## config.mk

```make
export PLATFORM = sky130hd
export DESIGN_NAME = apg_regs
export DESIGN_NICKNAME = d
export VERILOG_FILES = /design/src/apg_pkg.sv /design/src/apg_regs.sv
export SDC_FILE = /design/constraint.sdc
export NUM_CORES = 1
export LEC_CHECK = 0
export BUFFER_PORTS_ARGS = -buffer_cell sky130_fd_sc_hd__buf_2
export CORE_UTILIZATION = 58
export CTS_CLUSTER_SIZE = 20
export DETAILED_ROUTE_END_ITERATION = 12
export GPL_TIMING_DRIVEN = 0
export PLACE_DENSITY_LB_ADDON = 0.05
export SKIP_CTS_REPAIR_TIMING = 1
export SLEW_MARGIN = 20
export SYNTH_ARGS = -nofsm -noshare
export SYNTH_HDL_FRONTEND = slang
export SYNTH_SLANG_ARGS = --single-unit
export TNS_END_PERCENT = 10
```

## constraint.sdc

```tcl
create_clock -name clk_sys -period 3.2 [get_ports clk_sys]
set_input_delay 0.48 -clock clk_sys [delete_from_list [all_inputs] [get_ports clk_sys]]
set_output_delay 0.48 -clock clk_sys [all_outputs]
set_load 0.1 [all_outputs]
```

## src/apg_pkg.sv

```systemverilog
// package for the record gain amplifier and third-mic mix control registers
package apg_pkg;
  // register offsets on the codec register port
  localparam logic [6:0] APG_ADDR_LEFT_GAIN = 7'h0F;
  localparam logic [6:0] APG_ADDR_RIGHT_GAIN = 7'h10;
  localparam logic [6:0] APG_ADDR_MIX_LEFT = 7'h11;
  localparam logic [6:0] APG_ADDR_MIX_RIGHT = 7'h12;
  // field positions
  localparam int APG_MUTE_BIT = 7;
  localparam int APG_GAIN_LSB = 0;
  localparam int APG_GAIN_W = 7;
  localparam int APG_LVL_HI_LSB = 4;
  localparam int APG_LVL_LO_LSB = 0;
  localparam int APG_LVL_W = 4;
  // reset values
  localparam logic [7:0] APG_GAIN_RST = 8'h80;
  localparam logic [7:0] APG_MIX_RST = 8'hFF;
  // gain saturates at code 0x77 (59.5 dB in 0.5 dB steps)
  localparam logic [6:0] APG_GAIN_SAT = 7'h77;
  // level codes: 0x0..0x8 attenuate 1.5 dB per step, 0xF disconnects
  localparam logic [3:0] APG_LVL_MAX_VALID = 4'h8;
  localparam logic [3:0] APG_LVL_OFF = 4'hF;

  // register port request
  typedef struct packed {
    logic wr;
    logic rd;
    logic [6:0] addr;
    logic [7:0] wdata;
  } apg_req_t;

  // one input-to-mix path as seen by the analog mixer
  typedef struct packed {
    logic connect;
    logic [3:0] atten;
  } apg_mix_path_t;

  // one record channel as seen by the analog gain stage
  typedef struct packed {
    logic mute;
    logic [6:0] gain_half_db;
  } apg_chan_t;
endpackage

```

## src/apg_regs.sv

```systemverilog
// record gain amplifier and third-mic mix control register bank
//
// Functional notes
// - left record gain amplifier mute is bit 7, resets to 1 (muted)
// - right record gain amplifier mute is bit 7, resets to 1 (muted)
// - left gain is bits 6..0, resets 0 (0 dB), 0.5 dB per code
// - right gain is bits 6..0, resets 0 (0 dB), 0.5 dB per code
// - gain codes 0x77 and above all give 59.5 dB
// - left third-mic into left mix: upper nibble, resets 1111
// - right third-mic into left mix: lower nibble, resets 1111
// - left third-mic into right mix: upper nibble, resets 1111
// - right third-mic into right mix: lower nibble, resets 1111
// - level code 0 is 0 dB, code 8 is -12 dB, 1.5 dB per step
// - a valid level code connects the input to that mix by itself
// - level code 1111 leaves the input disconnected
`timescale 1ns/1ps
module apg_regs
  import apg_pkg::*;
(
  // clock and reset
  input wire logic clk_sys,
  input wire logic resetn,
  // register port from the control bus engine
  input apg_pkg::apg_req_t req,
  output logic [7:0] rdata_r,
  output logic rvalid_r,
  // controls to the left and right record gain amplifiers
  output apg_pkg::apg_chan_t left_chan_r,
  output apg_pkg::apg_chan_t right_chan_r,
  // third-mic paths into the left mix
  output apg_pkg::apg_mix_path_t third_mic_left_input_to_left_r,
  output apg_pkg::apg_mix_path_t third_mic_right_input_to_left_r,
  // third-mic paths into the right mix
  output apg_pkg::apg_mix_path_t third_mic_left_input_to_right_r,
  output apg_pkg::apg_mix_path_t third_mic_right_input_to_right_r
);
  import apg_pkg::*;

  // reset images of the decoded controls, built from the package gain reset value and the maximum valid level code
  localparam apg_chan_t CHAN_RST = APG_GAIN_RST;
  localparam apg_mix_path_t PATH_RST = '{connect: 1'b0, atten: APG_LVL_MAX_VALID};

  // stored images, read back exactly as written, reserved codes included
  logic [7:0] left_gain_r;
  logic [7:0] right_gain_r;
  logic [7:0] mix_left_r;
  logic [7:0] mix_right_r;

  // one select per mapped offset
  logic sel_left_gain;
  logic sel_right_gain;
  logic sel_mix_left;
  logic sel_mix_right;

  logic [7:0] rdata_nxt;
  apg_chan_t left_chan_nxt;
  apg_chan_t right_chan_nxt;
  apg_mix_path_t third_mic_left_input_to_left_nxt;
  apg_mix_path_t third_mic_right_input_to_left_nxt;
  apg_mix_path_t third_mic_left_input_to_right_nxt;
  apg_mix_path_t third_mic_right_input_to_right_nxt;

  // true when the request addresses the given offset
  function automatic logic addr_is(input logic [6:0] addr, input logic [6:0] offset);
    addr_is = (addr == offset);
  endfunction

  // saturating gain, value counts half-dB steps
  function automatic logic [6:0] sat_gain(input logic [6:0] code);
    sat_gain = (code > APG_GAIN_SAT) ? APG_GAIN_SAT : code;
  endfunction

  // mute passes through; the gain field saturates for the analog stage
  function automatic apg_chan_t chan_decode(input logic [7:0] value);
    chan_decode.mute = value[APG_MUTE_BIT];
    chan_decode.gain_half_db = sat_gain(value[APG_GAIN_LSB +: APG_GAIN_W]);
  endfunction

  // reserved codes are treated as disconnected so a stray write cannot add an unknown level
  function automatic apg_mix_path_t lvl_decode(input logic [3:0] code);
    lvl_decode.connect = (code <= APG_LVL_MAX_VALID);
    lvl_decode.atten = (code <= APG_LVL_MAX_VALID) ? code : APG_LVL_MAX_VALID;
  endfunction

  // address decode, shared by the write and read paths
  always_comb begin
    sel_left_gain = addr_is(req.addr, APG_ADDR_LEFT_GAIN);
    sel_right_gain = addr_is(req.addr, APG_ADDR_RIGHT_GAIN);
    sel_mix_left = addr_is(req.addr, APG_ADDR_MIX_LEFT);
    sel_mix_right = addr_is(req.addr, APG_ADDR_MIX_RIGHT);
  end

  // left gain register
  always_ff @(posedge clk_sys or negedge resetn) begin
    if (!resetn) begin
      left_gain_r <= APG_GAIN_RST;
    end else if (req.wr && sel_left_gain) begin
      left_gain_r <= req.wdata;
    end
  end

  // right gain register
  always_ff @(posedge clk_sys or negedge resetn) begin
    if (!resetn) begin
      right_gain_r <= APG_GAIN_RST;
    end else if (req.wr && sel_right_gain) begin
      right_gain_r <= req.wdata;
    end
  end

  // third-mic levels into the left mix
  always_ff @(posedge clk_sys or negedge resetn) begin
    if (!resetn) begin
      mix_left_r <= APG_MIX_RST;
    end else if (req.wr && sel_mix_left) begin
      mix_left_r <= req.wdata;
    end
  end

  // third-mic levels into the right mix
  always_ff @(posedge clk_sys or negedge resetn) begin
    if (!resetn) begin
      mix_right_r <= APG_MIX_RST;
    end else if (req.wr && sel_mix_right) begin
      mix_right_r <= req.wdata;
    end
  end

  // read mux; unmapped offsets read as zero
  always_comb begin
    rdata_nxt = 8'h00;
    if (sel_left_gain) begin
      rdata_nxt = left_gain_r;
    end
    if (sel_right_gain) begin
      rdata_nxt = right_gain_r;
    end
    if (sel_mix_left) begin
      rdata_nxt = mix_left_r;
    end
    if (sel_mix_right) begin
      rdata_nxt = mix_right_r;
    end
  end

  // read data holds until the next read
  always_ff @(posedge clk_sys or negedge resetn) begin
    if (!resetn) begin
      rdata_r <= 8'h00;
    end else if (req.rd) begin
      rdata_r <= rdata_nxt;
    end
  end

  // read valid pulses for one cycle after each read
  always_ff @(posedge clk_sys or negedge resetn) begin
    if (!resetn) begin
      rvalid_r <= 1'b0;
    end else begin
      rvalid_r <= req.rd;
    end
  end

  // channel decode; outputs lag the registers by one cycle
  always_comb begin
    left_chan_nxt = chan_decode(left_gain_r);
    right_chan_nxt = chan_decode(right_gain_r);
  end

  always_ff @(posedge clk_sys or negedge resetn) begin
    if (!resetn) begin
      left_chan_r <= CHAN_RST;
    end else begin
      left_chan_r <= left_chan_nxt;
    end
  end

  always_ff @(posedge clk_sys or negedge resetn) begin
    if (!resetn) begin
      right_chan_r <= CHAN_RST;
    end else begin
      right_chan_r <= right_chan_nxt;
    end
  end

  // level decode; outputs lag the registers by one cycle
  always_comb begin
    third_mic_left_input_to_left_nxt = lvl_decode(mix_left_r[APG_LVL_HI_LSB +: APG_LVL_W]);
    third_mic_right_input_to_left_nxt = lvl_decode(mix_left_r[APG_LVL_LO_LSB +: APG_LVL_W]);
    third_mic_left_input_to_right_nxt = lvl_decode(mix_right_r[APG_LVL_HI_LSB +: APG_LVL_W]);
    third_mic_right_input_to_right_nxt = lvl_decode(mix_right_r[APG_LVL_LO_LSB +: APG_LVL_W]);
  end

  always_ff @(posedge clk_sys or negedge resetn) begin
    if (!resetn) begin
      third_mic_left_input_to_left_r <= PATH_RST;
    end else begin
      third_mic_left_input_to_left_r <= third_mic_left_input_to_left_nxt;
    end
  end

  always_ff @(posedge clk_sys or negedge resetn) begin
    if (!resetn) begin
      third_mic_right_input_to_left_r <= PATH_RST;
    end else begin
      third_mic_right_input_to_left_r <= third_mic_right_input_to_left_nxt;
    end
  end

  always_ff @(posedge clk_sys or negedge resetn) begin
    if (!resetn) begin
      third_mic_left_input_to_right_r <= PATH_RST;
    end else begin
      third_mic_left_input_to_right_r <= third_mic_left_input_to_right_nxt;
    end
  end

  always_ff @(posedge clk_sys or negedge resetn) begin
    if (!resetn) begin
      third_mic_right_input_to_right_r <= PATH_RST;
    end else begin
      third_mic_right_input_to_right_r <= third_mic_right_input_to_right_nxt;
    end
  end
endmodule

```

==> flow_summary.yaml <==
timing:
  worst_pin_slew_ns: 0.520
  period_share_pct: 69.4
  finalCriticalPeriod_ns: 2.22
  max_freq_ghz: 0.451
  finClkSkew_ns: 0.00851
  fin_tns_setup_ns: 0
  rsz0062_at_grt: "false"
  hold_violations: 0
  relSlewSlack_pct: 65.2
  drv_slew: 0
  layout_setup_ws_ns: 0.981
  setup_viol: 0
synth:
  synth_top_area_cell: "dfrtp_1"
  yosys-top-cells-area: "dfrtp_1 (43%), dfstp_2 (20%), mux2_2 (8.8%)"
  synth_ff_type: "dfrtp_1"
  synthArstFlopShare_pct: 100
  syn-instance-count: 240
  ys_seq_area_share_pct: 63.4
  synth_nets: 259
  synth_cell_types: 30
  ys_ff_latch: 77
  yosysWarnings: 0
  synth_edf_count: 0
  yosys.area.top_type_share_pct: 43.0
  synth_area_per_cell_um2: 12.9
  syn_area_um2: 3090
floorplan:
  fp.dieArea_um2: 5620
  die_h_um: 74.9
  io_pins: 64
  die_w_um: 74.9
  row_count: 26
  core-area_um2: 5110
  start_util_pct: 60.4
cts:
  cts_made_buffers: 9
  clockBufferDepth: 2
  cts_sinks: 77
  cts_max_level: 3
  clk_latency_ns: 0.35
  path_clk_slew_ns: 0.07
  cts_tree: "built"
  root_buffer: "clkbuf_8"
worst_setup_path:
  crit_family: "simple AND/OR/NAND/NOR gates"
  cp-end-kind: "flip-flop"
  cpPeakStageDelay_ns: 0.42
  crit_fanout: 8
  crit_buf_inv: 3
  slowest_stage: "or3b_1"
  critPathKind: "in -> reg"
  worstPathRequired_ns: 3.43
  r2r_start: "mix_left_r[2]"
  r2r_cells: 3
  crit_arrival_ns: 2.45
  reg2reg_to: "rdata_r[2]"
  r2r_slack_ns: 1.95
  start_kind: "primary input"
  path_cells: "buf_2 > or3b_1 > or4_1 > buf_2 > or3b_1 > buf_6 > mux2_4"
layout:
  diodes: 0
  syn2layout_area_growth_pct: 22.4
  final_cell_mix: "buf_2 (63), dfrtp_1 (53), mux2_2 (24), dfstp_2 (24), nor2b_1 (21)"
  fin_area_um2: 3780
  nFillCells: 349
  num-nets-final: 334
  drive_gt1_share_pct: 42.8
  final_common_cell: "buf_2"
  final-instance-count-excl-fill: 390
run_status:
  status: "finished clean"
place:
  dpl_cell_area_um2: 3510
  place_hpwl_um: 4410
  port-buffer-count: 63
  dp_slack_ns: 0.620
  globalplace.congestion: 0.872
  dpl.cell_count: 374
pwr:
  sw_frac_of_total_pct: 30.4
  pwr-share-seq_pct: 43.5
  switchingPower_uw: 781
  power_density_nw_per_um2: 680
  leakagePower_uw: 0.00186
  power.internal_uw: 1790
  p_clk_share_pct: 36.9
  p_comb_share_pct: 19.6
  peakVddDrop_uv: 382
min_path:
  hold_class: "in -> async"
global_route:
  grt_pass1_vias: 2017
  grt_max_degree: 48
  track_usage_pct: 25.1
  overflow: 0
  grt_pass1_wl_um: 9930
  antenna_found_initial: 0
route:
  ant_nets: 0
  routed_via_density: 5.36
  wirelength_um: 6300
  wl_per_cell_um: 16.1
  vias: 2091
  remaining_drc_errors: 0
  first_iter_violations: 95
  first_pass_iters: 4
run:
  maxCapViolCount: 0
==> worst max-delay path by stage <==
stage | cells past startpoint | to | start | slack, ns
2_1_floorplan | 6 | right_gain_r[0] | req[11] | 0.83
3_3_place_gp | 7 | right_gain_r[0] | req[11] | 0.65
3_5_place_dp | 7 | right_gain_r[6] | req[11] | 0.62
4_1_cts | 7 | right_gain_r[6] | req[11] | 0.99
5_1_grt | 7 | right_gain_r[1] | req[11] | 0.93
6_report | 7 | right_gain_r[2] | req[11] | 0.98
==> per-stage QoR <==
step	power (uW)	hold WS, ns	utilization (%)
6_report	2570	0.0603	73.9
5_1_grt	2650	0.0808	73.9
4_1_cts	2580	0.0637	73.9
3_5_place_dp	1640	0.377	68.7
3_3_place_gp	1630	0.370	68.3
2_1_floorplan	1520	0.184	-
==> final cells by class <==
| type | count | area [um^2] | area share, % |
|---|---|---|---|
| Sequential cell | 77 | 1960 | 51.8 |
| Multi-Input combinational cell | 138 | 1030 | 27.2 |
| Timing Repair Buffer | 64 | 338 | 8.95 |
| Clock buffer | 12 | 145 | 3.84 |
| Clock inverter | 4 | 120 | 3.18 |
| Tap cell | 70 | 87.6 | 2.32 |
| Buffer | 17 | 72.6 | 1.92 |
| Inverter | 8 | 30.0 | 0.795 |
==> state kept, by name, indices dropped and copies added, names as in the netlist, 8 cells and up <==
register	flops
left_chan_r	8
rdata_r	8
left_gain_r	8
mix_left_r	8
right_chan_r	8
right_gain_r	8
mix_right_r	8
==> power groups by stage <==
| stage | clock network [uW] | logic (uW) | registers, uW |
|---|---|---|---|
| final | 948 | 503 | 1120 |
| after global routing | 1000 | 528 | 1130 |
| after CTS | 960 | 506 | 1120 |
| after detailed placement | 0 | 504 | 1130 |
| after global placement | 0 | 495 | 1130 |
| after floorplan | 0 | 89.5 | 1430 |
==> worst reg2reg max path, stage by stage (launching register included) <==
cell	delay [ns]
dfstp_2	0.56
a21oi_1	0.08
o21a_1	0.19
a221oi_1	0.31
==> cells by family (layout without fill, tap and decap cells) <==
group / Yosys count / count (layout) / share of synthesized area [%]
flip-flops: 77 / 77 / 63.4
AND/OR/NAND/NOR: 70 / 70 / 12.6
AO/OA/AOI/OAI: 36 / 36 / 7.99
multiplexers: 32 / 32 / 12.7
buffers and inverters: 25 / 105 / 3.32
==> synth_stat cells, types with 4 or more instances <==
cell type	number
dfrtp_1	53
dfstp_2	24
mux2_2	24
nor2b_1	21
nor2_1	16
clkbuf_1	15
nor3_1	9
a21oi_1	8
inv_1	8
mux2_4	8
o22ai_1	8
a221oi_1	7
o21a_1	7
nand2_1	5
nand2b_1	4
o31ai_1	4
==> per-layer routing <==
metal	global-route usage (%)	share of wire (%)
met1	32.0	44
met2	41.2	50
met3	5.09	3.8
met4	12.4	1.8
met5	0	0
No activity file was read; power rests on OpenSTA's default activity.
